File: src/adc_readout_defs.svh
// Purpose: constants for the converter readout sequencer
// Assumes: ref_clk at 100 MHz
// Notes: times in their own unit, cycle counts derived from them
//
// Contract
// select pin low: internal oscillator, convert lasts 147 ms, about 6.8 results/s.
// external conversion clock: convert lasts 20510 external clock periods.
// conversion ends with chip select high: sleep until select low and clock edge.
// internal serial clock, internal oscillator: output ends after 19 cycles or select rise. Code stays in sleep, internal clock held low.
// internal serial clock, external oscillator: output covers 19 serial clock cycles, 152 periods. Code stays in sleep, internal clock held low.
// external serial clock: output lasts at most 19 clock periods, ends on select rise.
// select rising after output began aborts transfer and starts a new conversion.
// abort honoured from first rising edge to the 19th falling edge.
// select held low: convert continuously at maximum rate.
// select falling samples clock pin; low picks external serial clock mode.
// data output floats whenever chip select is high.
// select low in convert or sleep: output shows end flag, high converting, low sleeping.
// result held static in sleep, output changes on falling clock edges.
// host captures end flag on first rise, last bit on 19th rise.
// on 19th falling edge start new conversion and drive output high.
// host may keep select low to watch end flag, or raise it to float output.
// clock mode chosen at end of power-on reset; host holds clock low before.
// two-wire: result loaded into shift register when end flag falls.
// four interface configurations: external/internal clock, single cycle/two-wire.
// every configuration works with internal or external conversion clock.
// internal serial clock is conversion clock divided by eight, driven out.
// frame is 19 bits: end flag, dummy zero, sign, 16 magnitude bits msb first.
// external clock of at least 2560 Hz detected on select pin, else internal.
// three-state controller convert, sleep, output; convert after reset.
// serial clock edges during convert are ignored.
`ifndef ADC_READOUT_DEFS_SVH
`define ADC_READOUT_DEFS_SVH
`define CLK_PERIOD_NS 10
`define CONV_TIME_MS 147
`define CONV_CYCLES ((`CONV_TIME_MS * 1000000) / `CLK_PERIOD_NS)
`define EXT_CONV_PERIODS 20510
`define FRAME_BITS 19
`define SCK_DIV 8
`define OSC_PERIOD_NS 3300
`define OSC_CYCLES (`OSC_PERIOD_NS / `CLK_PERIOD_NS)
`define DETECT_MIN_HZ 2560
`define DETECT_NS (1000000000 / `DETECT_MIN_HZ)
`define DETECT_CYCLES (`DETECT_NS / `CLK_PERIOD_NS)
`define FIFO_DEPTH 8
`define POR_TIME_MS 1
`define POR_CYCLES ((`POR_TIME_MS * 1000000) / `CLK_PERIOD_NS)
`endif

File: src/adc_readout_pkg.sv
package adc_readout_pkg;
   typedef enum logic [1:0] {st_convert, st_sleep, st_output} conv_state_type;
   typedef struct packed {
      logic sign_bit;
      logic [15:0] magnitude;
   } result_type;
   typedef struct packed {
      logic eoc_n;
      logic dummy_bit;
      logic sign_bit;
      logic [15:0] magnitude;
   } frame_type;
endpackage

File: src/adc_readout_control.sv
// Purpose: conversion sequencing and serial result readout
// Assumes: pins synchronous to ref_clk; results arrive via a small FIFO
// Notes: conversion clock source detected from activity on the select pin
`timescale 1ns/1ps
`include "adc_readout_defs.svh"

module result_fifo #(
   parameter int WIDTH = 17,
   parameter int DEPTH = 8
) (
   input wire logic ref_clk,
   input wire logic rst_n,
   input wire logic [WIDTH-1:0] in_data,
   input wire logic in_valid,
   output logic in_ready,
   output logic [WIDTH-1:0] out_data,
   output logic out_valid,
   input wire logic out_ready
);
   localparam int AW = $clog2(DEPTH);
   logic [WIDTH-1:0] mem [DEPTH];
   logic [AW-1:0] wr_r;
   logic [AW-1:0] rd_r;
   logic [AW:0] cnt_r;
   logic push;
   logic pop;
   assign in_ready = (cnt_r != (AW+1)'(DEPTH));
   assign out_valid = (cnt_r != '0);
   assign out_data = mem[rd_r];
   assign push = in_valid && in_ready;
   assign pop = out_valid && out_ready;
   always_ff @(posedge ref_clk) begin
      if (push) begin
         mem[wr_r] <= in_data;
      end
   end
   always_ff @(posedge ref_clk) begin
      if (!rst_n) begin
         wr_r <= '0;
         rd_r <= '0;
         cnt_r <= '0;
      end else begin
         if (push) begin
            wr_r <= (wr_r == AW'(DEPTH-1)) ? '0 : wr_r + 1'b1;
         end
         if (pop) begin
            rd_r <= (rd_r == AW'(DEPTH-1)) ? '0 : rd_r + 1'b1;
         end
         cnt_r <= cnt_r + (AW+1)'(push) - (AW+1)'(pop);
      end
   end
endmodule

module adc_readout_control
   import adc_readout_pkg::*;
#(
   parameter int CONV_CYCLES = `CONV_CYCLES,
   parameter int EXT_CONV_PERIODS = `EXT_CONV_PERIODS,
   parameter int OSC_CYCLES = `OSC_CYCLES,
   parameter int DETECT_CYCLES = `DETECT_CYCLES,
   parameter int POR_CYCLES = `POR_CYCLES
) (
   input wire logic ref_clk,
   input wire logic rst_n,
   input wire logic cs_n,
   input wire logic sck_in,
   output logic sck_out,
   output logic sck_oe_n,
   output logic sdo_out,
   output logic sdo_oe_n,
   input wire logic conversion_clock_select_pin,
   input wire result_type result_data,
   input wire logic result_valid,
   output logic result_ready,
   output logic conv_start,
   output logic ext_osc_active
);
   conv_state_type state_r;
   logic [31:0] conv_cnt_r;
   logic [31:0] por_cnt_r;
   logic por_done_r;
   logic [31:0] det_cnt_r;
   logic ext_r;
   logic f0_d_r;
   logic [31:0] osc_cnt_r;
   logic cclk_tick;
   logic cs_d_r;
   logic sck_d_r;
   logic ext_sck_r;
   logic [2:0] div_r;
   logic isck_r;
   logic [18:0] shreg_r;
   logic [4:0] fall_cnt_r;
   logic rise_seen_r;
   logic fifo_ready;
   logic [16:0] fifo_data;
   logic fifo_valid;
   logic take_result;
   logic sck_lvl;
   logic sck_rise;
   logic sck_fall;
   logic cs_rise;
   logic cs_fall;
   logic conv_end;

   result_fifo #(.WIDTH(17), .DEPTH(`FIFO_DEPTH)) u_fifo (
      .ref_clk(ref_clk),
      .rst_n(rst_n),
      .in_data(result_data),
      .in_valid(result_valid),
      .in_ready(fifo_ready),
      .out_data(fifo_data),
      .out_valid(fifo_valid),
      .out_ready(take_result)
   );

   // ----------------------------------------------------------------
   // conversion clock source
   // ----------------------------------------------------------------
   always_ff @(posedge ref_clk) begin
      if (!rst_n) begin
         f0_d_r <= 1'b0;
         det_cnt_r <= '0;
         ext_r <= 1'b0;
      end else begin
         f0_d_r <= conversion_clock_select_pin;
         // an edge within one slowest-clock period keeps external mode alive
         if (conversion_clock_select_pin && !f0_d_r) begin
            det_cnt_r <= '0;
            ext_r <= 1'b1;
         end else if (det_cnt_r >= DETECT_CYCLES) begin
            ext_r <= 1'b0;
         end else begin
            det_cnt_r <= det_cnt_r + 1;
         end
      end
   end

   always_ff @(posedge ref_clk) begin
      if (!rst_n || ext_r) begin
         osc_cnt_r <= '0;
      end else if (osc_cnt_r >= OSC_CYCLES - 1) begin
         osc_cnt_r <= '0;
      end else begin
         osc_cnt_r <= osc_cnt_r + 1;
      end
   end

   // one tick per conversion clock period from either source
   assign cclk_tick = ext_r ? (conversion_clock_select_pin && !f0_d_r) : (osc_cnt_r >= OSC_CYCLES - 1);

   // ----------------------------------------------------------------
   // pin edges and serial clock mode
   // ----------------------------------------------------------------
   assign sck_lvl = ext_sck_r ? sck_in : isck_r;
   assign sck_rise = sck_lvl && !sck_d_r;
   assign sck_fall = !sck_lvl && sck_d_r;
   assign cs_rise = cs_n && !cs_d_r;
   assign cs_fall = !cs_n && cs_d_r;

   always_ff @(posedge ref_clk) begin
      if (!rst_n) begin
         cs_d_r <= 1'b1;
         sck_d_r <= 1'b1;
         por_cnt_r <= '0;
         por_done_r <= 1'b0;
         ext_sck_r <= 1'b0;
      end else begin
         cs_d_r <= cs_n;
         sck_d_r <= sck_lvl;
         if (!por_done_r) begin
            if (por_cnt_r >= POR_CYCLES - 1) begin
               por_done_r <= 1'b1;
               ext_sck_r <= !sck_in;
            end else begin
               por_cnt_r <= por_cnt_r + 1;
            end
         end else if (cs_fall) begin
            ext_sck_r <= !sck_in;
         end
      end
   end

   // internal serial clock: conversion clock divided by eight
   always_ff @(posedge ref_clk) begin
      if (!rst_n) begin
         div_r <= '0;
         isck_r <= 1'b1;
      end else if (state_r == st_output && !ext_sck_r && !cs_n) begin
         // low on entry, then four ticks low, four high
         if (cclk_tick) begin
            div_r <= div_r + 3'h1;
            if (div_r == 3'h3 || div_r == 3'h7) begin
               isck_r <= !isck_r;
            end
         end
      end else if (state_r == st_sleep && !ext_sck_r && !cs_n) begin
         isck_r <= 1'b0;
         div_r <= '0;
      end else begin
         isck_r <= 1'b1;
         div_r <= '0;
      end
   end

   // ----------------------------------------------------------------
   // state sequencing
   // ----------------------------------------------------------------
   assign conv_end = (conv_cnt_r >= (ext_r ? EXT_CONV_PERIODS : CONV_CYCLES) - 1);
   assign take_result = (state_r == st_convert) && conv_end && fifo_valid;

   always_ff @(posedge ref_clk) begin
      if (!rst_n) begin
         state_r <= st_convert;
         conv_cnt_r <= '0;
         shreg_r <= '0;
         fall_cnt_r <= '0;
         rise_seen_r <= 1'b0;
         conv_start <= 1'b0;
      end else begin
         conv_start <= 1'b0;
         unique case (state_r)
            st_convert: begin
               // serial clock edges are not looked at here
               if (!por_done_r) begin
                  conv_cnt_r <= '0;
               end else if (take_result) begin
                  conv_cnt_r <= '0;
                  shreg_r <= {1'b0, 1'b0, fifo_data};
                  state_r <= st_sleep;
               end else if ((ext_r && cclk_tick) || (!ext_r && !conv_end)) begin
                  conv_cnt_r <= conv_cnt_r + 1;
               end
               fall_cnt_r <= '0;
               rise_seen_r <= 1'b0;
            end
            st_sleep: begin
               if (!cs_n && sck_rise) begin
                  state_r <= st_output;
                  rise_seen_r <= 1'b1;
               end
            end
            st_output: begin
               if (cs_rise) begin
                  state_r <= st_convert;
                  conv_start <= 1'b1;
               end else if (sck_fall) begin
                  shreg_r <= {shreg_r[17:0], 1'b1};
                  fall_cnt_r <= fall_cnt_r + 5'h1;
                  if (fall_cnt_r == 5'(`FRAME_BITS - 1)) begin
                     state_r <= st_convert;
                     conv_start <= 1'b1;
                  end
               end
            end
            default: state_r <= st_convert;
         endcase
      end
   end

   // ----------------------------------------------------------------
   // pin drivers, all registered
   // ----------------------------------------------------------------
   always_ff @(posedge ref_clk) begin
      if (!rst_n) begin
         sdo_out <= 1'b1;
         sdo_oe_n <= 1'b1;
         sck_out <= 1'b1;
         sck_oe_n <= 1'b1;
         result_ready <= 1'b0;
         ext_osc_active <= 1'b0;
      end else begin
         sdo_oe_n <= cs_n;
         if (state_r == st_convert) begin
            sdo_out <= 1'b1;
         end else begin
            sdo_out <= shreg_r[18];
         end
         sck_out <= isck_r;
         sck_oe_n <= ext_sck_r || !por_done_r;
         result_ready <= fifo_ready;
         ext_osc_active <= ext_r;
      end
   end
endmodule

File: config.mk
export PLATFORM = sky130hd
export DESIGN_NAME = adc_readout_control
export DESIGN_NICKNAME = d
export VERILOG_FILES = /design/src/adc_readout_pkg.sv /design/src/adc_readout_control.sv
export VERILOG_INCLUDE_DIRS = /design/src
export SDC_FILE = /design/constraint.sdc
export NUM_CORES = 1
export LEC_CHECK = 0
export BUFFER_PORTS_ARGS = -buffer_cell sky130_fd_sc_hd__buf_4
export CAP_MARGIN = 5
export CORE_MARGIN = 4
export CORE_UTILIZATION = 35
export DETAILED_ROUTE_END_ITERATION = 8
export GPL_ROUTABILITY_DRIVEN = 0
export PLACE_DENSITY = 0.49
export RECOVER_POWER = 25
export SLEW_MARGIN = 20
export SYNTH_ARGS = -nofsm -noshare
export SYNTH_HDL_FRONTEND = slang
export SYNTH_SLANG_ARGS = --single-unit
File: constraint.sdc
create_clock -name ref_clk -period 8.6 [get_ports ref_clk]
set_clock_uncertainty 0.15 [all_clocks]
set_input_delay 1.72 -clock ref_clk [delete_from_list [all_inputs] [get_ports ref_clk]]
set_output_delay 1.72 -clock ref_clk [all_outputs]
set_load 0.02 [all_outputs]
==> impl_results.md <==
* Post-CTS sizing at 0
* HPWL Detailed at 17.2 mm
* Crit-path slowest cell: dfxtp_1
* Std cell rows at 70
* DRC viols at 0
* Hold Path Class: reg -> reg
* Highest clock rate at 0.259 GHz
* Share of cells above drive strength 1 at 0.124
* Max-cap check violation count at 0
* Die footprint at 40800 sq um
* Final hold violations at 0
* First-pass GRT wire length at 46.5 mm
* Hold Path End: shreg_r[17]
* CP Launch Type: register
* Post-CTS Hold Buffers at 0
* Area growth from synthesis to layout at 15.3%
* Slowest Stage Delay on Critical Path at 0.68 ns
* Post-route cell area at 15200 sq um
* Reg clk slew, reported paths at 0.06 ns
* Routed Antenna Nets at 0
* Most frequent cells in the layout: dfxtp_1 (181), edfxtp_1 (136), nand2_1 (114)
* Worst skew pair latency at 0.52 ns
* Synth cell types at 70
* CTS tree: done
* DR iter-0 viols at 468
* Critical R2R Launch: ext_r
* Final setup fails at 0
* Total congestion overflow at 0
* Root Buffer: clkbuf_16
* Sink Count at 318
* CP required at 8.86 ns
* Crit-path cells: inv_1 -> ha_1 -> and4bb_2 -> o311ai_2 -> a31oi_2 -> nand2_1 -> inv_1 -> ha_1 -> inv_1 -> ha_1 -> fa_1 -> and2_1
* Final period util at 0.449
* Hold path cells at 2
* Seq/Total Area, Yosys at 0.587
* R2R setup slack at 4.74 ns
* Post-synth top area share at 0.310
* Area contributors post-synth: edfxtp_1 (31%), dfxtp_1 (28%), mux4_2 (5.8%), nand2_1 (3.3%), ha_1 (2.9%)
* Aggregate negative setup slack at 0 ns
* Via density at 5.10
* Worst vdd ir at 0.000173 V
* Minimum clock period at 3.86 ns
* Finished Layout Cells at 1706
* Max-slew headroom at 0.227
* RSZ-0062 raised after global routing: false
* Asr flop ratio synth at 0
* N_diodes at 0
* Syn. warnings at 0
* Mapped Area at 13200 sq um
* Most common cell after layout, fill and taps aside: dfxtp_1
* Max Slew Vio Count at 0
* Setup Fix Bufs, Post-CTS at 0
* Total core area at 36900 sq um
* Post-DP Area at 14000 sq um
* DIE WIDTH at 202 um
* First drt pass iteration count at 5
* Initial core utilization at 0.357
* Number of global-route vias before repair at 8636
* Status: completed
* Chip Height at 202 um
* Hold path startpoint: shreg_r[17]
* Yosys reg bits at 318
* Slew @ Worst Pin at 1.16 ns
* Mean Syn Cell Area at 11.7 sq um
* Post-synthesis cell count at 1127
* Area of the multi-input gates at 5200 sq um
* Pwr dens at 222 nW/um^2
* Initial antenna violation count at 0
* Path depth of the worst reg2reg path at 12
* Final Worst Setup Slack at 4.74 ns
* Drt total wl at 28.7 mm
* Setup CP Type: reg -> reg
* Nets at 1230
* Arr. time, crit path at 4.12 ns
* PortBufs at 29
* Largest net degree at the start of global routing at 85
* Post-synth EDFFs at 136
* Filler cell count at 3540
* CTS buffer count at 37
* FF+latch area at 7730 sq um
* Placed cell count at 1641
* Worst reg2reg endpoint: u_fifo.cnt_r[1]
* Worst Path Max Fanout at 15
* Total leakage power at 5.07 nW
* Hold WS at 0.303 ns
* Total vias in the final route at 8706
* Area leader, netlist: edfxtp_1
* Post-DR wirelength/cell at 16.8 um
* Setup WS pre-CTS at 4.33 ns
* CP endpoint kind: register
* CTS Buffer Depth at 3
* Primary FF master, synth: dfxtp_1
* Htree depth at 2
* Total track usage at 0.139
* Ports at 30
## routing by layer
| layer | vias to the layer above | track usage | routed length, um |
|---|---|---|---|
| li1 | 4306 | - | - |
| met1 | 4203 | 0.191 | 13500 |
| met2 | 153 | 0.224 | 13300 |
| met3 | 44 | 0.0297 | 1310 |
| met4 | 0 | 0.0359 | 513 |
| met5 | - | 0 | 0 |
## flip-flops by register name, indices dropped and copies added (netlist names), 4 cells and up, named ones only
name and count:
u_fifo.mem 136, osc_cnt_r 32, por_cnt_r 32, shreg_r 19
u_fifo.cnt_r 4, conv_cnt_r 32, det_cnt_r 32, fall_cnt_r 5
## final cells by class
type                       count  share of cell area
tap                          504              0.0415
multi-input combinational    744               0.343
inverter                      31             0.00767
sequential                   318               0.509
clock buffer                  49              0.0707
clock inverter                16              0.0106
timing repair buffer          44              0.0176
## power breakdown
part	switching [W]	total (W)	leakage, nW	internal [W]
sequential	0.0000170	0.00164	2.71	0.00162
clock	0.000603	0.00157	0.609	0.000967
combinational	0.000106	0.000163	1.75	0.0000566
total	0.000727	0.00337	5.07	0.00264
## kinds of logic (layout without fill, tap and decap cells)
| group | after synthesis | in the layout | synth area share |
|---|---|---|---|
| compound gates | 161 | 161 | 0.0826 |
| xor+xnor | 32 | 32 | 0.0213 |
| fa+ha+maj | 31 | 31 | 0.0300 |
| buf+inv | 87 | 140 | 0.0274 |
| flops | 318 | 318 | 0.587 |
| mux | 59 | 59 | 0.0772 |
| other cells | 1 | 23 | 0.000285 |
| simple gates | 438 | 438 | 0.174 |
## worst max-delay path by stage
stage                           startpoint                to  cells after the start
2_1_floorplan                 result_valid  u_fifo.mem[0][0]                      2
5_1_grt                              ext_r   u_fifo.cnt_r[3]                     14
6_report                             ext_r   u_fifo.cnt_r[1]                     12
3_5_place_dp   conversion_clock_select_pin    conv_cnt_r[17]                      6
4_1_cts                              ext_r   u_fifo.cnt_r[3]                     14
3_3_place_gp   conversion_clock_select_pin    conv_cnt_r[17]                      6
## synth_stat cells (30+ instances only)
| master | count |
|---|---|
| nand2_1 | 114 |
| inv_1 | 31 |
| nand3_1 | 41 |
| mux4_2 | 34 |
| nor2_1 | 72 |
| ha_1 | 30 |
| edfxtp_1 | 136 |
| dfxtp_1 | 182 |
| clkbuf_1 | 37 |
| a21oi_1 | 55 |
| nand4_1 | 34 |
## through the flow
step           utilization  total power [W]
2_1_floorplan            -          0.00177
3_3_place_gp         0.380          0.00184
3_5_place_dp         0.380          0.00184
4_1_cts              0.413          0.00343
5_1_grt              0.412          0.00352
6_report             0.412          0.00337
## critical path: cells and delay by family (launching register included)
| family | cells | cell delay (ns) |
|---|---|---|
| flip-flops | 1 | 0.68 |
| AO/OA/AOI/OAI | 2 | 0.67 |
| buffers and inverters | 3 | 0.43 |
| adder cells (fa/ha/maj) | 4 | 1.13 |
| AND/OR/NAND/NOR | 3 | 0.69 |
Note: power is estimated with default switching activity, not from simulation.
